==> src/hdl/gpsr_pkg.sv <==
// package for the gpio stop recovery and drive configuration block
package gpsr_pkg;
    localparam int          GPSR_PORT_W    = 8;
    localparam logic [7:0]  GPSR_SEL_DRIVE = 8'h04;
    localparam logic [7:0]  GPSR_SEL_WAKE  = 8'h05;
    localparam logic [7:0]  GPSR_RST_DRIVE = 8'h00;
    localparam logic [7:0]  GPSR_RST_WAKE  = 8'h00;
    localparam logic [7:0]  GPSR_RST_SEL   = 8'h00;
    // glitch filter: least pulse width to pass, rounded up to whole cycles
    localparam int          GPSR_FILT_NS   = 10;
    localparam int          GPSR_CLK_NS    = 25;
    localparam int          GPSR_FILT_CYC_RAW =
        (GPSR_FILT_NS + GPSR_CLK_NS - 1) / GPSR_CLK_NS;
    localparam int          GPSR_FILT_CYC  =
        (GPSR_FILT_CYC_RAW < 1) ? 1 : GPSR_FILT_CYC_RAW;
    // default recovery delay in cycles
    localparam int          GPSR_RECOV_CYC = 16;

    // register access request from the cpu side
    typedef struct packed {
        logic       wr_addr;   // write to port address register
        logic       wr_ctrl;   // write to port control register
        logic [7:0] wdata;
    } gpsr_req_t;
endpackage : gpsr_pkg

==> src/hdl/gpsr_port.sv <==
// gpio port logic: stop-mode wake-up, input capture and drive select
`timescale 1ns/1ps

module gpsr_port
    import gpsr_pkg::*;
#(
    parameter int WIDTH     = GPSR_PORT_W,
    parameter int RECOV_CYC = GPSR_RECOV_CYC
)(
    // clock, reset, enable
    input  wire logic             clock_in,
    input  wire logic             arst_n_in,
    input  wire logic             clk_en_in,
    // register access
    input  wire gpsr_req_t        req_in,
    output logic [7:0]            sel_rdata_out,
    output logic [7:0]            ctrl_rdata_out,
    // pins and mode
    input  wire logic [WIDTH-1:0] pin_in,
    input  wire logic             stop_mode_in,
    // status and drive
    output logic [WIDTH-1:0]      port_input_capture_out,
    output logic [WIDTH-1:0]      high_drive_en_out,
    output logic                  recovery_start_out,
    output logic                  wdt_stop_set_out,
    output logic                  recovering_out
);
    // refuse sizes the logic cannot serve: the write data is one byte
    if (WIDTH < 1 || WIDTH > 8)
    begin : g_bad_width
        $error("WIDTH must be 1 to 8");
    end
    if (RECOV_CYC < 1)
    begin : g_bad_recov
        $error("RECOV_CYC must be at least 1");
    end

    localparam int FW = $clog2(GPSR_FILT_CYC + 1);
    localparam int RW = $clog2(RECOV_CYC + 1);

    typedef enum logic [1:0] {GPSR_RUN, GPSR_STOP, GPSR_RECOV} gpsr_state_t;

    gpsr_state_t      state_q, state_d;
    logic [7:0]       sel_q;
    logic [WIDTH-1:0] high_drive_en_q;
    logic [WIDTH-1:0] wake_source_en_q;
    logic [WIDTH-1:0] capture_q;
    logic [WIDTH-1:0] ref_q;
    logic [WIDTH-1:0] filt_q;
    logic [FW-1:0]    filt_cnt_q [WIDTH];
    logic [RW-1:0]    recov_cnt_q;
    logic             start_q;
    logic             stop_set_q;
    logic [7:0]       ctrl_rd_q;
    logic             recovering_q;

    // sub-register decode, reused for writes and reads
    function automatic logic sel_is(input logic [7:0] s, input logic [7:0] v);
        return s == v;
    endfunction : sel_is

    wire logic hit_drive = sel_is(sel_q, GPSR_SEL_DRIVE);
    wire logic hit_wake  = sel_is(sel_q, GPSR_SEL_WAKE);
    wire logic wr_drive  = clk_en_in & req_in.wr_ctrl & hit_drive;
    wire logic wr_wake   = clk_en_in & req_in.wr_ctrl & hit_wake;
    wire logic [7:0] drive_ext = 8'(high_drive_en_q);
    wire logic [7:0] wake_ext  = 8'(wake_source_en_q);
    wire logic [7:0] ctrl_rd_d = hit_drive ? drive_ext :
                                 hit_wake  ? wake_ext  : 8'h00;

    // a filtered level differing from the stop-entry reference wakes us
    wire logic [WIDTH-1:0] wake_hit = (filt_q ^ ref_q) & wake_source_en_q;
    wire logic trig = (state_q == GPSR_STOP) && (|wake_hit);
    wire logic recov_done = (state_q == GPSR_RECOV) &&
                            (recov_cnt_q == RW'(RECOV_CYC - 1));
    wire logic [RW-1:0] recov_cnt_d = (state_q == GPSR_RECOV) ?
                                      recov_cnt_q + 1'b1 : '0;
    // capture loads in run and once at the end of the delay
    wire logic cap_load = (state_q == GPSR_RUN) || recov_done;

    // mode sequencing
    always_comb
    begin
        state_d = state_q;
        unique case (state_q)
            GPSR_RUN:   if (stop_mode_in) state_d = GPSR_STOP;
            GPSR_STOP:  if (trig) state_d = GPSR_RECOV;
                        else if (!stop_mode_in) state_d = GPSR_RUN;
            GPSR_RECOV: if (recov_done) state_d = GPSR_RUN;
            default:    state_d = GPSR_RUN;  // unused code falls back to run
        endcase
    end

    // per-pin glitch filter: a new level must hold GPSR_FILT_CYC cycles
    // pins are taken as synchronous, so one stable sample is a full cycle,
    // already longer than the shortest pulse that must be rejected
    for (genvar i = 0; i < WIDTH; i++)
    begin : g_filt
        always_ff @(posedge clock_in or negedge arst_n_in)
        begin
            if (!arst_n_in)
            begin
                filt_q[i]     <= 1'b0;
                filt_cnt_q[i] <= '0;
            end
            else if (clk_en_in)
            begin
                if (pin_in[i] == filt_q[i])
                    filt_cnt_q[i] <= '0;
                else if (filt_cnt_q[i] == FW'(GPSR_FILT_CYC - 1))
                begin
                    filt_q[i]     <= pin_in[i];
                    filt_cnt_q[i] <= '0;
                end
                else
                    filt_cnt_q[i] <= filt_cnt_q[i] + 1'b1;
            end
        end
    end

    // selector register, separate per instance of this port
    always_ff @(posedge clock_in or negedge arst_n_in)
    begin
        if (!arst_n_in)
            sel_q <= GPSR_RST_SEL;
        else if (clk_en_in && req_in.wr_addr)
            sel_q <= req_in.wdata;
    end

    // drive bits: a write beside a new selector still uses the old one
    always_ff @(posedge clock_in or negedge arst_n_in)
    begin
        if (!arst_n_in)
            high_drive_en_q <= WIDTH'(GPSR_RST_DRIVE);
        else if (wr_drive)
            high_drive_en_q <= req_in.wdata[WIDTH-1:0];
    end

    // wake source bits; a pin left at 0 can never wake the port
    always_ff @(posedge clock_in or negedge arst_n_in)
    begin
        if (!arst_n_in)
            wake_source_en_q <= WIDTH'(GPSR_RST_WAKE);
        else if (wr_wake)
            wake_source_en_q <= req_in.wdata[WIDTH-1:0];
    end

    // read view kept in a flop, so it trails the selector by one cycle
    always_ff @(posedge clock_in or negedge arst_n_in)
    begin
        if (!arst_n_in)
            ctrl_rd_q <= '0;
        else if (clk_en_in)
            ctrl_rd_q <= ctrl_rd_d;
    end

    // mode state, recovery level and the one-cycle start and flag pulses
    always_ff @(posedge clock_in or negedge arst_n_in)
    begin
        if (!arst_n_in)
        begin
            state_q      <= GPSR_RUN;
            recovering_q <= 1'b0;
            start_q      <= 1'b0;
            stop_set_q   <= 1'b0;
        end
        else if (clk_en_in)
        begin
            state_q      <= state_d;
            recovering_q <= (state_d == GPSR_RECOV);
            start_q      <= trig;
            stop_set_q   <= trig;
        end
    end

    // recovery delay counter, cleared whenever we are not recovering
    always_ff @(posedge clock_in or negedge arst_n_in)
    begin
        if (!arst_n_in)
            recov_cnt_q <= '0;
        else if (clk_en_in)
            recov_cnt_q <= recov_cnt_d;
    end

    // capture is frozen outside run, only levels still present
    // at the end of the delay land, so a short wake pulse is lost
    always_ff @(posedge clock_in or negedge arst_n_in)
    begin
        if (!arst_n_in)
        begin
            capture_q <= '0;
            ref_q     <= '0;
        end
        else if (clk_en_in)
        begin
            if (cap_load)
                capture_q <= pin_in;
            if (state_q == GPSR_RUN)
                ref_q <= filt_q;
        end
    end

    assign sel_rdata_out          = sel_q;
    assign ctrl_rdata_out         = ctrl_rd_q;
    assign port_input_capture_out = capture_q;
    assign high_drive_en_out      = high_drive_en_q;
    assign recovery_start_out     = start_q;
    assign wdt_stop_set_out       = stop_set_q;
    assign recovering_out         = recovering_q;
endmodule : gpsr_port

==> config.mk <==
export PLATFORM = sky130hd
export DESIGN_NAME = gpsr_port
export DESIGN_NICKNAME = d
export VERILOG_FILES = /design/src/hdl/gpsr_pkg.sv /design/src/hdl/gpsr_port.sv
export SDC_FILE = /design/constraint.sdc
export NUM_CORES = 1
export LEC_CHECK = 0
export ABC_AREA = 1
export BUFFER_PORTS_ARGS = -buffer_cell sky130_fd_sc_hd__buf_4
export CORE_MARGIN = 1.5
export CORE_UTILIZATION = 49
export DETAILED_ROUTE_END_ITERATION = 10
export PLACE_DENSITY = 0.77
export SYNTH_ARGS = -nofsm -noshare
export SYNTH_HDL_FRONTEND = slang
export SYNTH_SLANG_ARGS = --single-unit
==> constraint.sdc <==
create_clock -name clock_in -period 1.6 [get_ports clock_in]
set_input_delay 0.32 -clock clock_in [delete_from_list [all_inputs] [get_ports clock_in]]
set_output_delay 0.32 -clock clock_in [all_outputs]
set_load 0.01 [all_outputs]
==> metrics.md <==
| Metric | Value |
|---|---|
| Outcome | `finished, violations left` |
| Violated checks | `setup timing` |
| Total Power | `5.04 mW` |
| Actual slew at the worst max-slew pin | `0.461 ns` |
| Critical path required time | `1.82 ns` |
| Footprint of the multi-input gates | `about 1200 um2` |
| Initial core utilization | `0.517` |
| Pwr per Cell Area | `1330 nW/um2` |
| Logic gate share of total power | `0.271` |
| Clock-pin transition on the worst setup and hold timing paths | `0.07 ns` |
| Post-route cell area | `3770 um2` |
| Max-cap viol count | `0` |
| Fin Clk Skew | `0.00493 ns` |
| Gp weighted congestion | `0.747` |
| F_max | `about 600 MHz` |
| Share of cells above drive strength 1 | `0.290` |
| Reg-to-reg slack, setup | `-0.03 ns` |
| DP Area | `3490 um2` |
| Final Hold Fails | `0` |
| Psw | `1.53 mW` |
| Cts bufs inserted | `9` |
| Critical-path maximum fanout | `8` |
| Critical path's slowest cell | `dfrtp_1` |
| Tmin final | `1.63 ns` |
| Fill cells | `between 400 and 500` |
| Leak | `2.03 nW` |
| Maximum VDD drop | `792 uV` |
| CP Cell Sequence | `ha_2 > nand2_2 > nor2_2 > ha_2 > o21ai_4 > buf_12 > mux2_4` |
| Register area | `1630 um2` |
| Crit path top cell by count | `ha_2` |
| Clock buffer depth | `2` |
| Post-Syn Instances | `316` |
| Nets@finish | `413` |
| Vias | `2397` |
| H-tree levels | `3` |
| Die height | `80.2 um` |
| Non-Filler Instances | `465` |
| Routed WL | `6.33 mm` |
| DR pass1 iterations | `4` |
| Synth Cell Area | `2920 um2` |
| Cell Int Power | `3.51 mW` |
| Drt wl/cell | `13.6 um` |
| N_diodes | `0` |
| Row count | `27` |
| Die Wd | `80.2 um` |
| Worst skew pair latency | `approximately 0.34 ns` |
| Vias in the first global route | `2225` |
| Net Count, Synth | `340` |
| Synth cell types | `25` |
| CP arrival | `1.85 ns` |
| Grt ovf | `0` |
| Placed cells | `445` |
| Hold Crit Class | `in -> reg` |
| Port bufs | `56` |
| Slew margin rel. | `0.692` |
| Synth Warn # | `0` |
| Total track usage | `0.217` |
| Crit path largest cell delay | `0.39 ns` |
| Core ar. | `5640 um2` |
| Initial antenna violation count | `0` |
| DIE AREA | `6430 um2` |
| Slew Viols, Final | `0` |
| First-pass GRT wire length | `10.3 mm` |
| Critical path endpoint category | `register` |
| Final WS setup | `-0.0317 ns` |
| CTS tree | `yes` |
| WS Path Type | `reg -> reg` |
| Switch share | `0.303` |
| Pin count of the biggest net entering global routing | `30` |
| CTS root buf | `clkbuf_8` |
| Crit share post-route | `1.02` |
| Vias/cell | `about 5.2` |
| Post-Syn Area per Cell | `9.24 um2` |
| Final core occ | `0.669` |
| Setup TNS | `-0.191 ns` |
| IO Count | `57` |
| DP HPWL | `4.45 mm` |
| Clock share of power | `0.273` |
| Seq cells post-synth | `65` |
| CTS sink cnt | `65` |
| DRC viols | `0` |
| CP startpoint kind | `register` |
| Unrepaired setup endpoints after global routing | `yes` |
| Antenna-violating nets left | `0` |
| Final setup viols | `8` |
| Sequential fraction of the synthesis area | `0.557` |
| Synth-to-layout area growth | `29.3%` |
| Flop pwr share | `0.455` |
| Iteration-0 DRC Markers | `201` |
final timing paths:
check / startpoint / endpoint / depth (start not counted)
setup / recovery: recov_cnt_q[0]$_DFFE_PN0P_ / port_input_capture_out[3]$_DFFE_PN0P_ / 7
hold reg to reg: ctrl_rdata_out[6]$_DFFE_PN0P_ / ctrl_rdata_out[6]$_DFFE_PN0P_ / 2
max in group asynchronous: arst_n_in / sel_rdata_out[7]$_DFFE_PN0P_ / 3
min in group asynchronous: arst_n_in / recov_cnt_q[2]$_DFFE_PN0P_ / 2
hold / removal: pin_in[3] / filt_q[3]$_DFFE_PN0P_ / 3
setup reg to reg: recov_cnt_q[0]$_DFFE_PN0P_ / port_input_capture_out[3]$_DFFE_PN0P_ / 7
critical path, delay by kind of cell, from the launching register on:
family,cells,cell delay (ns)
adder cells (fa/ha/maj),2,0.39
AND/OR/NAND/NOR,2,0.11
buffers and inverters,1,0.15
multiplexers,1,0.30
AO/OA/AOI/OAI,1,0.16
flip-flops,1,0.39
sequential cells by signal, indices dropped and copies added (netlist names):
name / cells
ctrl_rdata_out: 8
filt_q: 8
high_drive_en_out: 8
port_input_capture_out: 8
recov_cnt_q: 5
recovering_out: 1
ref_q: 8
sel_rdata_out: 8
state_q: 2
wake_ext: 8
wdt_stop_set_out: 1
metrics by stage:
step	setup WS (ns)	hold slack, ns
6_report	-0.0317	0.202
5_1_grt	-0.0880	0.183
4_1_cts	-0.0157	0.189
3_5_place_dp	-0.119	0.265
3_3_place_gp	-0.0670	0.266
2_1_floorplan	-0.00767	0.0244
kinds of logic after synthesis:
group	after synthesis	share of synthesized area
compound gates	41	0.0742
fa+ha+maj	2	0.00857
buf+inv	32	0.0467
flops	65	0.557
mux	15	0.0574
simple gates	161	0.256
repair_timing:
action	4_1_cts	5_1_grt
setup endpoints to repair	8	9
hold endpoints to repair	27	0
setup buffers	1	3
resized for setup	4	7
pin swaps	3	5
hold buffers	1	0
synthesized netlist by cell type:
library cell | instances | area, um2
a21oi_1 | 5 | 25.0
a32o_1 | 1 | 10.0
buf_2 | 1 | 5.00
buf_4 | 2 | 15.0
buf_6 | 1 | 11.3
clkbuf_1 | 5 | 18.8
dfrtp_1 | 65 | 1630
ha_1 | 2 | 25.0
inv_1 | 21 | 78.8
inv_2 | 2 | 7.51
mux2_2 | 14 | 158
mux2i_1 | 1 | 10.0
nand2_1 | 113 | 424
nand2_2 | 1 | 6.26
nand2_4 | 2 | 22.5
nand3_1 | 28 | 140
nand4_1 | 1 | 6.26
nor2_1 | 10 | 37.5
nor2_2 | 1 | 6.26
nor2_8 | 2 | 40.0
nor4_4 | 3 | 63.8
o21ai_0 | 25 | 125
o21ai_1 | 7 | 35.0
o21ai_2 | 1 | 8.76
o22ai_1 | 2 | 12.5
layout make-up:
type	count	area share
Sequential cell	65	0.431
Multi-Input combinational cell	219	0.319
Timing Repair Buffer	71	0.152
Clock buffer	12	0.0411
Tap cell	72	0.0239
Inverter	23	0.0229
Clock inverter	3	0.0106
cells in the final DEF (no fill, tap or decap):
cell | Yosys | final
dlygate4sd3_1 | 0 | 1
bufinv_16 | 0 | 1
a32o_1 | 1 | 1
clkbuf_8 | 0 | 11
a21oi_1 | 5 | 5
o21ai_4 | 0 | 1
o21ai_1 | 7 | 7
clkbuf_1 | 5 | 1
clkinv_2 | 0 | 2
inv_2 | 2 | 2
mux2_4 | 0 | 8
o22ai_1 | 2 | 2
nor2_2 | 1 | 2
inv_1 | 21 | 21
mux2i_1 | 1 | 1
nor4_4 | 3 | 3
mux2_2 | 14 | 6
dfrtp_1 | 65 | 65
nand2_2 | 1 | 2
o21ai_0 | 25 | 25
nand2_1 | 113 | 112
ha_2 | 0 | 2
buf_12 | 0 | 3
nor2_8 | 2 | 2
buf_4 | 2 | 67
nand4_1 | 1 | 1
nand3_1 | 28 | 28
nor2_1 | 10 | 9
nand2_4 | 2 | 2
power groups by stage:
stage	clock, mW	combinational (mW)	sequential [mW]
2_1_floorplan	0	0.630	2.34
3_3_place_gp	0	1.20	2.29
3_5_place_dp	0	1.25	2.31
4_1_cts	1.40	1.31	2.28
5_1_grt	1.48	1.51	2.34
6_report	1.38	1.37	2.29
per-layer routing:
| metal | track usage | up-vias | part of all wire | wire [um] |
|---|---|---|---|---|
| li1 | - | 1172 | - | - |
| met1 | 0.279 | 1150 | 0.45 | 2820 |
| met2 | 0.339 | 65 | 0.49 | 3130 |
| met3 | 0.0682 | 10 | 0.041 | 262 |
| met4 | 0.0879 | 0 | 0.018 | 113 |
| met5 | 0 | - | 0 | 0 |
No activity file was read; power rests on OpenSTA's default activity.
